--- config.mk ---
export PLATFORM = sky130hd
export DESIGN_NAME = flash_status_host
export DESIGN_NICKNAME = d
export VERILOG_FILES = /design/src/flash_host_pkg.sv /design/src/flash_bus_if.sv /design/src/flash_cycle_engine.sv /design/src/flash_status_host.sv
export SDC_FILE = /design/constraint.sdc
export NUM_CORES = 1
export LEC_CHECK = 0
export BUFFER_PORTS_ARGS = -buffer_cell sky130_fd_sc_hd__buf_2
export CAP_MARGIN = 5
export CORE_UTILIZATION = 38
export CTS_BUF_LIST = sky130_fd_sc_hd__clkbuf_16
export CTS_CLUSTER_SIZE = 12
export DETAILED_ROUTE_END_ITERATION = 6
export PLACE_DENSITY_LB_ADDON = 0.1
export SYNTH_ARGS = -nofsm -noshare
export SYNTH_HDL_FRONTEND = slang
export SYNTH_SLANG_ARGS = --single-unit
--- constraint.sdc ---
create_clock -name clk -period 1.78 [get_ports clk]
set_clock_uncertainty 0.1 [all_clocks]
set_input_delay 0.356 -clock clk [delete_from_list [all_inputs] [get_ports clk]]
set_output_delay 0.356 -clock clk [all_outputs]
set_load 0.1 [all_outputs]
--- src/flash_host_pkg.sv ---
// Package: constants, commands, register map and state types of the status host
package flash_host_pkg;

   // Register offsets, byte addresses on the order port
   localparam logic [7:0] REG_ADDR_OFS   = 8'h00;
   localparam logic [7:0] REG_CMD_OFS    = 8'h04;
   localparam logic [7:0] REG_CTRL_OFS   = 8'h08;
   localparam logic [7:0] REG_STATUS_OFS = 8'h0C;
   localparam logic [7:0] REG_DATA_OFS   = 8'h10;
   localparam logic [7:0] REG_CONFIG_OFS = 8'h14;

   // Control and config register bit positions
   localparam int CTRL_POLL_BIT  = 0;
   localparam int CTRL_CLEAR_BIT = 1;
   localparam int CTRL_READ_BIT  = 2;
   localparam int CONFIG_HOLD_RESET_BIT = 0;

   // Status word bit positions
   localparam int ENGINE_READY_BIT  = 7;
   localparam int ERASE_PAUSED_BIT  = 6;
   localparam int ERASE_FAIL_BIT    = 5;
   localparam int PROGRAM_FAIL_BIT  = 4;
   localparam int SUPPLY_LOW_BIT    = 3;
   localparam int PROGRAM_PAUSED_BIT = 2;
   localparam int LOCKED_SECTOR_BIT = 1;
   localparam int RESERVED_BIT      = 0;
   localparam logic [7:0] RESULT_BITS_MASK = 8'h3A;
   localparam logic [7:0] SEQ_ERROR_BITS   = 8'h3A;
   localparam logic [7:0] RESERVED_MASK    = 8'hFE;

   // Host status register extra bit positions
   localparam int HST_BUSY_BIT        = 8;
   localparam int HST_READY_SEEN_BIT  = 9;
   localparam int HST_SEQ_ERROR_BIT   = 10;
   localparam int HST_UPPER_FAULT_BIT = 11;
   localparam int HST_ARRAY_MODE_BIT  = 12;

   // Command codes written on the low data byte
   localparam logic [7:0] CMD_ARRAY_READ   = 8'hFF;
   localparam logic [7:0] CMD_READ_STATUS  = 8'h70;
   localparam logic [7:0] CMD_CLEAR_STATUS = 8'h50;

   // Pin timing
   localparam int CLK_PERIOD_NS = 100;
   localparam int T_ACCESS_NS   = 70;
   localparam int ACC_CYCLES    = (T_ACCESS_NS + CLK_PERIOD_NS - 1) / CLK_PERIOD_NS;
   localparam int SYNC_STAGES   = 2;
   localparam logic [2:0] RD_LAST = 3'(ACC_CYCLES + SYNC_STAGES - 1);

   typedef enum logic [1:0] {E_IDLE, E_ACT, E_HOLD} eng_e;

   typedef struct packed {
      eng_e        st;
      logic [2:0]  cnt;
      logic        wr;
      logic        ce_b;
      logic        oe_b;
      logic        we_b;
      logic        dq_oe;
      logic [19:0] addr;
      logic [15:0] wdata;
      logic [15:0] sync1;
      logic [15:0] sync2;
      logic [15:0] rdata;
      logic        done;
   } eng_s;

   localparam eng_s ENG_RESET = '{st: E_IDLE, cnt: 3'h0, wr: 1'b0, ce_b: 1'b1, oe_b: 1'b1, we_b: 1'b1,
                                  dq_oe: 1'b0, addr: 20'h00000, wdata: 16'h0000, sync1: 16'h0000,
                                  sync2: 16'h0000, rdata: 16'h0000, done: 1'b0};

   typedef enum logic [2:0] {S_IDLE, S_WAIT_WR, S_POLL_CMD, S_POLL_READ, S_ARRAY_CMD, S_ARRAY_READ} host_e;

   typedef struct packed {
      host_e       st;
      logic [31:0] reg_rdata;
      logic [19:0] addr;
      logic [7:0]  status;
      logic [15:0] rdata;
      logic        req;
      logic        wr;
      logic [19:0] bus_addr;
      logic [15:0] bus_wdata;
      logic        array_mode;
      logic        ready_seen;
      logic        upper_fault;
      logic        hold_reset;
   } host_s;

   localparam host_s HOST_RESET = '{st: S_IDLE, reg_rdata: 32'h00000000, addr: 20'h00000, status: 8'h00,
                                    rdata: 16'h0000, req: 1'b0, wr: 1'b0, bus_addr: 20'h00000,
                                    bus_wdata: 16'h0000, array_mode: 1'b1, ready_seen: 1'b0,
                                    upper_fault: 1'b0, hold_reset: 1'b0};

   // Result bits count only once the engine reports ready
   function automatic logic [7:0] status_view(input logic [7:0] s);
      status_view = s[ENGINE_READY_BIT] ? (s & RESERVED_MASK) : (s & RESERVED_MASK & ~RESULT_BITS_MASK);
   endfunction : status_view

   function automatic logic seq_error(input logic [7:0] s);
      seq_error = ((status_view(s) & SEQ_ERROR_BITS) == SEQ_ERROR_BITS);
   endfunction : seq_error

endpackage : flash_host_pkg

--- src/flash_bus_if.sv ---
// Interface: cycle requests between the host sequencer and the pin engine
`timescale 1ns/1ps
interface flash_bus_if;
   logic        req;
   logic        wr;
   logic [19:0] addr;
   logic [15:0] wdata;
   logic        done;
   logic [15:0] rdata;

   modport ctl (output req, output wr, output addr, output wdata, input done, input rdata);
   modport eng (input req, input wr, input addr, input wdata, output done, output rdata);
endinterface : flash_bus_if

--- src/flash_cycle_engine.sv ---
// Pin engine: one write or read cycle on the flash chip-enable bus
`timescale 1ns/1ps
module flash_cycle_engine
   import flash_host_pkg::*;
(
   input  wire logic        clk,
   input  wire logic        rst_b,
   flash_bus_if.eng         bus,
   output logic [19:0]      flash_addr,
   output logic             flash_ce_b,
   output logic             flash_oe_b,
   output logic             flash_we_b,
   input  wire logic [15:0] flash_dq_in,
   output logic [15:0]      flash_dq_out,
   output logic             flash_dq_oe
);

   eng_s q;
   eng_s d;

   always_comb begin
      d       = q;
      d.done  = 1'b0;
      d.sync1 = flash_dq_in;
      d.sync2 = q.sync1;
      case (q.st)
         E_IDLE: begin
            if (bus.req) begin
               d.addr  = bus.addr;
               d.wdata = bus.wdata;
               d.wr    = bus.wr;
               d.cnt   = 3'h0;
               d.ce_b  = 1'b0;
               d.we_b  = ~bus.wr;
               d.oe_b  = bus.wr;
               d.dq_oe = bus.wr;
               d.st    = E_ACT;
            end
         end
         E_ACT: begin
            d.cnt = q.cnt + 3'h1;
            if (q.wr) begin
               d.we_b = 1'b1;
               d.st   = E_HOLD;
            end else if (q.cnt == RD_LAST) begin
               d.rdata = q.sync2;
               d.ce_b  = 1'b1;
               d.oe_b  = 1'b1;
               d.done  = 1'b1;
               d.st    = E_IDLE;
            end
         end
         E_HOLD: begin
            d.ce_b  = 1'b1;
            d.dq_oe = 1'b0;
            d.done  = 1'b1;
            d.st    = E_IDLE;
         end
         default: begin
            d = ENG_RESET;
         end
      endcase
   end

   always_ff @(posedge clk) begin
      if (!rst_b) begin
         q <= ENG_RESET;
      end else begin
         q <= d;
      end
   end

   assign bus.done     = q.done;
   assign bus.rdata    = q.rdata;
   assign flash_addr   = q.addr;
   assign flash_ce_b   = q.ce_b;
   assign flash_oe_b   = q.oe_b;
   assign flash_we_b   = q.we_b;
   assign flash_dq_out = q.wdata;
   assign flash_dq_oe  = q.dq_oe;

endmodule : flash_cycle_engine

--- src/flash_status_host.sv ---
// Host controller: issues flash commands and polls the flash status word
`timescale 1ns/1ps
module flash_status_host
   import flash_host_pkg::*;
(
   input  wire logic        clk,
   input  wire logic        rst_b,
   input  wire logic [7:0]  reg_addr,
   input  wire logic [31:0] reg_wdata,
   input  wire logic        reg_wr,
   input  wire logic        reg_rd,
   output logic [31:0]      reg_rdata,
   output logic [19:0]      flash_addr,
   output logic             flash_ce_b,
   output logic             flash_oe_b,
   output logic             flash_we_b,
   output logic             flash_reset_b,
   input  wire logic [15:0] flash_dq_in,
   output logic [15:0]      flash_dq_out,
   output logic             flash_dq_oe
);

   flash_bus_if bus ();

   host_s q;
   host_s d;

   // Pin engine
   flash_cycle_engine u_engine (
      .clk          (clk),
      .rst_b        (rst_b),
      .bus          (bus.eng),
      .flash_addr   (flash_addr),
      .flash_ce_b   (flash_ce_b),
      .flash_oe_b   (flash_oe_b),
      .flash_we_b   (flash_we_b),
      .flash_dq_in  (flash_dq_in),
      .flash_dq_out (flash_dq_out),
      .flash_dq_oe  (flash_dq_oe)
   );

   always_comb begin
      d           = q;
      d.req       = 1'b0;
      d.reg_rdata = 32'h00000000;

      // Register reads, data in the following cycle
      if (reg_rd) begin
         case (reg_addr)
            REG_ADDR_OFS: begin
               d.reg_rdata = {12'h000, q.addr};
            end
            REG_STATUS_OFS: begin
               d.reg_rdata[7:0]                = status_view(q.status);
               d.reg_rdata[HST_BUSY_BIT]        = (q.st != S_IDLE);
               d.reg_rdata[HST_READY_SEEN_BIT]  = q.ready_seen;
               d.reg_rdata[HST_SEQ_ERROR_BIT]   = seq_error(q.status);
               d.reg_rdata[HST_UPPER_FAULT_BIT] = q.upper_fault;
               d.reg_rdata[HST_ARRAY_MODE_BIT]  = q.array_mode;
            end
            REG_DATA_OFS: begin
               d.reg_rdata = {16'h0000, q.rdata};
            end
            REG_CONFIG_OFS: begin
               d.reg_rdata = {31'h0, q.hold_reset};
            end
            default: begin
               d.reg_rdata = 32'h00000000;
            end
         endcase
      end

      // Address and config writes accepted in any state
      if (reg_wr && reg_addr == REG_ADDR_OFS) begin
         d.addr = reg_wdata[19:0];
      end
      if (reg_wr && reg_addr == REG_CONFIG_OFS) begin
         d.hold_reset = reg_wdata[CONFIG_HOLD_RESET_BIT];
         if (reg_wdata[CONFIG_HOLD_RESET_BIT]) begin
            d.status     = 8'h00;
            d.ready_seen = 1'b0;
            d.array_mode = 1'b1;
         end
      end

      // Flash cycle sequencing
      case (q.st)
         S_IDLE: begin
            if (reg_wr && reg_addr == REG_CMD_OFS) begin
               // Raw command byte
               d.req        = 1'b1;
               d.wr         = 1'b1;
               d.bus_addr   = q.addr;
               d.bus_wdata  = {8'h00, reg_wdata[7:0]};
               d.array_mode = (reg_wdata[7:0] == CMD_ARRAY_READ);
               d.st         = S_WAIT_WR;
            end else if (reg_wr && reg_addr == REG_CTRL_OFS) begin
               if (reg_wdata[CTRL_POLL_BIT]) begin
                  // Status poll
                  d.req       = 1'b1;
                  d.wr        = 1'b1;
                  d.bus_addr  = q.addr;
                  d.bus_wdata = {8'h00, CMD_READ_STATUS};
                  d.st        = S_POLL_CMD;
               end else if (reg_wdata[CTRL_CLEAR_BIT]) begin
                  // Clear cached result bits
                  d.req        = 1'b1;
                  d.wr         = 1'b1;
                  d.bus_addr   = q.addr;
                  d.bus_wdata  = {8'h00, CMD_CLEAR_STATUS};
                  d.status     = q.status & ~RESULT_BITS_MASK;
                  d.array_mode = 1'b0;
                  d.st         = S_WAIT_WR;
               end else if (reg_wdata[CTRL_READ_BIT]) begin
                  // Array read, command first outside array mode
                  d.req      = 1'b1;
                  d.bus_addr = q.addr;
                  if (q.array_mode) begin
                     d.wr = 1'b0;
                     d.st = S_ARRAY_READ;
                  end else begin
                     d.wr        = 1'b1;
                     d.bus_wdata = {8'h00, CMD_ARRAY_READ};
                     d.st        = S_ARRAY_CMD;
                  end
               end
            end
         end

         S_WAIT_WR: begin
            if (bus.done) begin
               d.st = S_IDLE;
            end
         end

         S_POLL_CMD: begin
            if (bus.done) begin
               // Status mode entered, start reading
               d.array_mode = 1'b0;
               d.req        = 1'b1;
               d.wr         = 1'b0;
               d.st         = S_POLL_READ;
            end
         end

         S_POLL_READ: begin
            if (bus.done) begin
               d.status      = bus.rdata[7:0];
               d.upper_fault = q.upper_fault | (bus.rdata[15:8] != 8'h00);
               if (bus.rdata[ENGINE_READY_BIT]) begin
                  // Ready seen, stop polling
                  d.ready_seen = 1'b1;
                  d.st         = S_IDLE;
               end else begin
                  // Enables toggle before the next read
                  d.ready_seen = 1'b0;
                  d.req        = 1'b1;
                  d.wr         = 1'b0;
               end
            end
         end

         S_ARRAY_CMD: begin
            if (bus.done) begin
               // Array mode entered, now read
               d.array_mode = 1'b1;
               d.req        = 1'b1;
               d.wr         = 1'b0;
               d.st         = S_ARRAY_READ;
            end
         end

         S_ARRAY_READ: begin
            if (bus.done) begin
               d.rdata = bus.rdata;
               d.st    = S_IDLE;
            end
         end

         default: begin
            d.st = S_IDLE;
         end
      endcase
   end

   // State register
   always_ff @(posedge clk) begin
      if (!rst_b) begin
         q <= HOST_RESET;
      end else begin
         q <= d;
      end
   end

   // Requests to the pin engine and pin outputs
   assign bus.req       = q.req;
   assign bus.wr        = q.wr;
   assign bus.addr      = q.bus_addr;
   assign bus.wdata     = q.bus_wdata;
   assign reg_rdata     = q.reg_rdata;
   assign flash_reset_b = ~q.hold_reset;

endmodule : flash_status_host

==> tab_implementation.tex <==
\begin{tabular}{lr}
\hline
Metric & Value \\
\hline
\multicolumn{2}{l}{\textbf{Run status}} \\
Outcome & completed \\
\multicolumn{2}{l}{\textbf{Global routing}} \\
Pin count of the biggest net entering global routing & 75 \\
Overall track demand over capacity in global routing & 17.73\% \\
Total congestion overflow & 0 \\
Initial antenna violation count & 0 \\
Via count of the first global-routing pass & 5,318 \\
Wire length of the first global-routing pass & 28,150 microns \\
\multicolumn{2}{l}{\textbf{Finish}} \\
Most frequent standard cell in the layout excluding fill and tap cells & sky130\_fd\_sc\_hd\_\_dfxtp\_1 \\
Area of the multi-input gates & 3251 sq um \\
Final design utilization & 46.30\% \\
Fraction of final layout cells sized beyond drive strength 1 & 22.75\% \\
Post-route standard cell area excluding fillers & 9070 sq um \\
Sequential cell area & 3747 sq um \\
Ant diodes & 0 \\
Count of fill cells added during filler insertion & 2,024 \\
Net total in the final layout & 1,042 \\
Most used cells in the layout excluding fill and tap cells & sky130\_fd\_sc\_hd\_\_dfxtp\_1 (184), sky130\_fd\_sc\_hd\_\_nand2\_1 (149), sky130\_fd\_sc\_hd\_\_a21oi\_1 (116) \\
Syn-to-layout area delta & 18.91\% \\
\multicolumn{2}{l}{\textbf{Logic synthesis}} \\
Library cell occupying the most area in the post-synthesis netlist & sky130\_fd\_sc\_hd\_\_dfxtp\_1 \\
Number of synthesized register bits & 187 \\
Synthesized area divided by synthesized cell count & 8.494 sq um \\
Main combinational cell family by area after synthesis & simple AND/OR/NAND/NOR gates \\
Largest cells by area after synthesis & sky130\_fd\_sc\_hd\_\_dfxtp\_1 (49\%), sky130\_fd\_sc\_hd\_\_a21oi\_1 (7.7\%), sky130\_fd\_sc\_hd\_\_nand2\_1 (7.4\%) \\
Number of synthesized flops with an enable pin & 0 \\
Simple-gate share of the synthesized area & 22.39\% \\
Synth async-reset ratio & 0\% \\
Number of instances in the synthesized netlist & 898 \\
Yosys top cell area share & 49.08\% \\
Number of distinct standard cells referenced by the synthesized netlist & 57 \\
Post-synthesis sequential area ratio & 49.08\% \\
Count of yosys warnings during synthesis & 0 \\
Share of cell area taken by muxes after synthesis & 5.003\% \\
Complex-gate fraction of the synthesized area & 12.06\% \\
Xor/xnor cell area share of the yosys netlist & 0.1148\% \\
Post-synth design cell area & 7627 sq um \\
Top FF cell, synth & sky130\_fd\_sc\_hd\_\_dfxtp\_1 \\
Synthesized-area fraction occupied by adder cells & 1.115\% \\
\multicolumn{2}{l}{\textbf{Clocking}} \\
Max H-tree Level & 4 \\
Clock root cell & sky130\_fd\_sc\_hd\_\_clkbuf\_16 \\
Post-CTS Hold Fix Bufs & 0 \\
CTS sink count & 187 \\
Clock slew at the register clock pins of the worst setup and hold paths & 80 ps \\
Total CTS buffers & 17 \\
Maximum buffer depth of the clock tree & 2 \\
Clk Latency, worst-skew pair & 430 ps \\
CTS tree & done \\
\multicolumn{2}{l}{\textbf{Detailed routing}} \\
DR vias & 5,890 \\
Remaining DRCs & 0 \\
Via density per instance & 4.697 \\
First-iteration detailed-routing DRC count & 255 \\
Number of routed nets with antenna violations & 0 \\
WL final & 18,270 microns \\
Drt pass-1 iters & 4 \\
WL/cell & 14.57 microns \\
\multicolumn{2}{l}{\textbf{STA}} \\
Transition time of the tightest slew-check pin & 515.9 ps \\
Final critical path time including I/O delays and setup & 1726 ps \\
Final Hold Violating Endpoints & 0 \\
Ratio of final minimum period to clock period & 96.98\% \\
Final-report setup violation count & 0 \\
Worst-case setup margin in the final layout & 53.77 ps \\
Maximum operating frequency & 579.3 MHz \\
Count of pins over their slew limit & 0 \\
RSZ-0062 raised after global routing & true \\
Headroom to the max-slew limit & 65.84\% \\
\multicolumn{2}{l}{\textbf{Die}} \\
Std-Cell Core Area & 19,590 sq um \\
Cell Rows & 51 \\
Height of the die & 143.7 microns \\
Initial cell density of the core & 38.93\% \\
Die Footprint & 20,640 sq um \\
Number of I/O pins & 133 \\
Chip width & 143.7 microns \\
\multicolumn{2}{l}{\textbf{Worst setup path}} \\
Worst R2R Start & u\_engine.q[90]\$\_SDFFE\_PN0P\_ \\
Beginning of the critical path & u\_engine.q[90]\$\_SDFFE\_PN0P\_ \\
Cell depth of the worst flop-to-flop path & 8 \\
Critical Path Sink Type & flop \\
Worst R2R Setup Slack & 50 ps \\
Startpoint types & flop \\
RR Endpoint & u\_engine.bus.rdata[11]\$\_SDFFE\_PN0P\_ \\
Data required, critical path & 1980 ps \\
Timing endpoint of the critical path & u\_engine.bus.rdata[11]\$\_SDFFE\_PN0P\_ \\
Peak fanout along the critical path & 8 \\
Data arrival time of the critical path & 1930 ps \\
Category of the critical setup timing path & reg -> reg \\
\multicolumn{2}{l}{\textbf{Power}} \\
Power Density & 932.9 nW/um\^{}2 \\
Net switching component of the power & 2.220 mW \\
Clk network pwr share & 44.7\% \\
Fraction of power consumed by sequential logic & 49.9\% \\
Maximum resistive drop on vdd & 0.6138 mV \\
Switching Share & 26.24\% \\
Final total power & 8.461 mW \\
Combinational cell fraction of total power & 5.4\% \\
Total leakage power & 3.653 nW \\
Internal power & 6.241 mW \\
\multicolumn{2}{l}{\textbf{Run}} \\
Number of maximum-capacitance constraint violations & 0 \\
\multicolumn{2}{l}{\textbf{Place}} \\
Final HPWL from detailed placement & 12,520 microns \\
Routability congestion estimate from global placement & 0.8056 \\
Worst setup slack after placement & -155.2 ps \\
Count of buffers inserted at the top-level ports & 100 \\
Dpl cell area & 8287 sq um \\
\multicolumn{2}{l}{\textbf{Worst hold path}} \\
Worst hold path stage count & 2 \\
Min-Delay Path Class & in -> reg \\
\hline
\end{tabular}
==> cells in the mapped netlist, types with 3 or more instances <==
cell,n
sky130_fd_sc_hd__o21ai_0,11
sky130_fd_sc_hd__buf_4,68
sky130_fd_sc_hd__and2_1,36
sky130_fd_sc_hd__or2_2,3
sky130_fd_sc_hd__nand3b_1,3
sky130_fd_sc_hd__o21ai_1,13
sky130_fd_sc_hd__inv_1,8
sky130_fd_sc_hd__a21oi_1,117
sky130_fd_sc_hd__nand4_1,3
sky130_fd_sc_hd__nor3_2,3
sky130_fd_sc_hd__nor4_1,3
sky130_fd_sc_hd__nor2b_1,8
sky130_fd_sc_hd__nand3_1,60
sky130_fd_sc_hd__ha_1,6
sky130_fd_sc_hd__mux2i_1,37
sky130_fd_sc_hd__nor2_1,68
sky130_fd_sc_hd__nor3_1,4
sky130_fd_sc_hd__buf_1,6
sky130_fd_sc_hd__nand2b_1,8
sky130_fd_sc_hd__a31oi_1,5
sky130_fd_sc_hd__clkbuf_1,38
sky130_fd_sc_hd__dfxtp_1,187
sky130_fd_sc_hd__or3_1,3
sky130_fd_sc_hd__and3_1,3
sky130_fd_sc_hd__nand2_1,150
sky130_fd_sc_hd__buf_2,9
==> worst min-delay path by stage <==
stage	end	start	slack (ps)
2_1_floorplan	u_engine.q[17]$_SDFF_PN0_	u_engine.q[33]$_SDFF_PN0_	310
3_3_place_gp	u_engine.q[20]$_SDFF_PN0_	u_engine.q[36]$_SDFF_PN0_	310
3_5_place_dp	u_engine.q[20]$_SDFF_PN0_	u_engine.q[36]$_SDFF_PN0_	310
4_1_cts	u_engine.q[36]$_SDFF_PN0_	flash_dq_in[3]	8
5_1_grt	u_engine.q[41]$_SDFF_PN0_	flash_dq_in[8]	8
6_report	u_engine.q[36]$_SDFF_PN0_	flash_dq_in[3]	30
==> repair_timing <==
action | 4_1_cts | 5_1_grt
setup buffers | 0 | 5
setup endpoints to repair | 0 | 55
hold endpoints to repair | 0 | 0
gates resized for setup | 0 | 21
==> worst max-delay path, cell delays in order, from the launching register on <==
cell	delay [ps]
sky130_fd_sc_hd__dfxtp_2	330
sky130_fd_sc_hd__inv_2	70
sky130_fd_sc_hd__ha_4	140
sky130_fd_sc_hd__nand2b_4	60
sky130_fd_sc_hd__o21a_4	230
sky130_fd_sc_hd__or3_4	400
sky130_fd_sc_hd__buf_6	150
sky130_fd_sc_hd__nand2_1	70
sky130_fd_sc_hd__a21oi_1	60
==> power by group through the flow <==
stage	clock network (mW)	registers, mW	logic (mW)
after global routing	4.06	4.22	0.483
final	3.79	4.22	0.454
after floorplan	0	4.32	0.348
after global placement	0	4.32	0.453
after detailed placement	0	4.32	0.452
after CTS	3.88	4.22	0.454
==> cells by family (layout without fill, tap and decap cells) <==
logic type,Yosys count,count (layout)
and+or+nand+nor,365,365
DFF,187,187
AOI/OAI and AO/OA,167,167
buffers and inverters,132,204
muxes,38,38
adders and majority gates,7,7
other,1,20
xor gates and xnor gates,1,1
==> layer usage <==
| metal | GRT usage [%] | share of wire [%] | wire length, microns | vias up |
|---|---|---|---|---|
| li1 | - | - | - | 3076 |
| met1 | 24.13 | 51 | 9270 | 2674 |
| met2 | 28.67 | 44 | 8120 | 124 |
| met3 | 2.999 | 3.4 | 626 | 16 |
| met4 | 5.207 | 1.4 | 254 | 0 |
| met5 | 0 | 0 | 0 | - |
==> stage by stage <==
| stage | cells | TNS (ps) | hold slack (ps) |
|---|---|---|---|
| 3_5_place_dp | 1213 | -5660 | 310.5 |
| 6_report | 1254 | 0 | 25.73 |
| 2_1_floorplan | 917 | 0 | 305.7 |
| 3_3_place_gp | 1213 | -5969 | 311.9 |
| 5_1_grt | 1254 | -109.9 | 8.308 |
| 4_1_cts | 1245 | 0 | 7.806 |
==> area by class of cell <==
cell class | instances | share of cell area (%)
Tap cell | 265 | 3.656
Sequential cell | 187 | 41.32
Timing Repair Buffer | 163 | 12.25
Inverter | 9 | 0.3863
Clock inverter | 15 | 1.862
Multi-Input combinational cell | 598 | 35.84
Clock buffer | 17 | 4.690
==> flip-flops by register name, indices dropped and copies added, names as in the netlist <==
| register | cells |
|---|---|
| u_engine.q | 38 |
| u_engine.flash_oe_b | 1 |
| u_engine.flash_dq_out | 8 |
| q | 50 |
| bus.wdata | 8 |
| u_engine.bus.rdata | 16 |
| u_engine.flash_ce_b | 1 |
| reg_rdata | 20 |
| bus.wr | 1 |
| u_engine.bus.done | 1 |
| u_engine.flash_addr | 20 |
| bus.req | 1 |
| u_engine.flash_we_b | 1 |
| bus.addr | 20 |
| u_engine.flash_dq_oe | 1 |
Note: power is estimated with default switching activity, not from simulation.
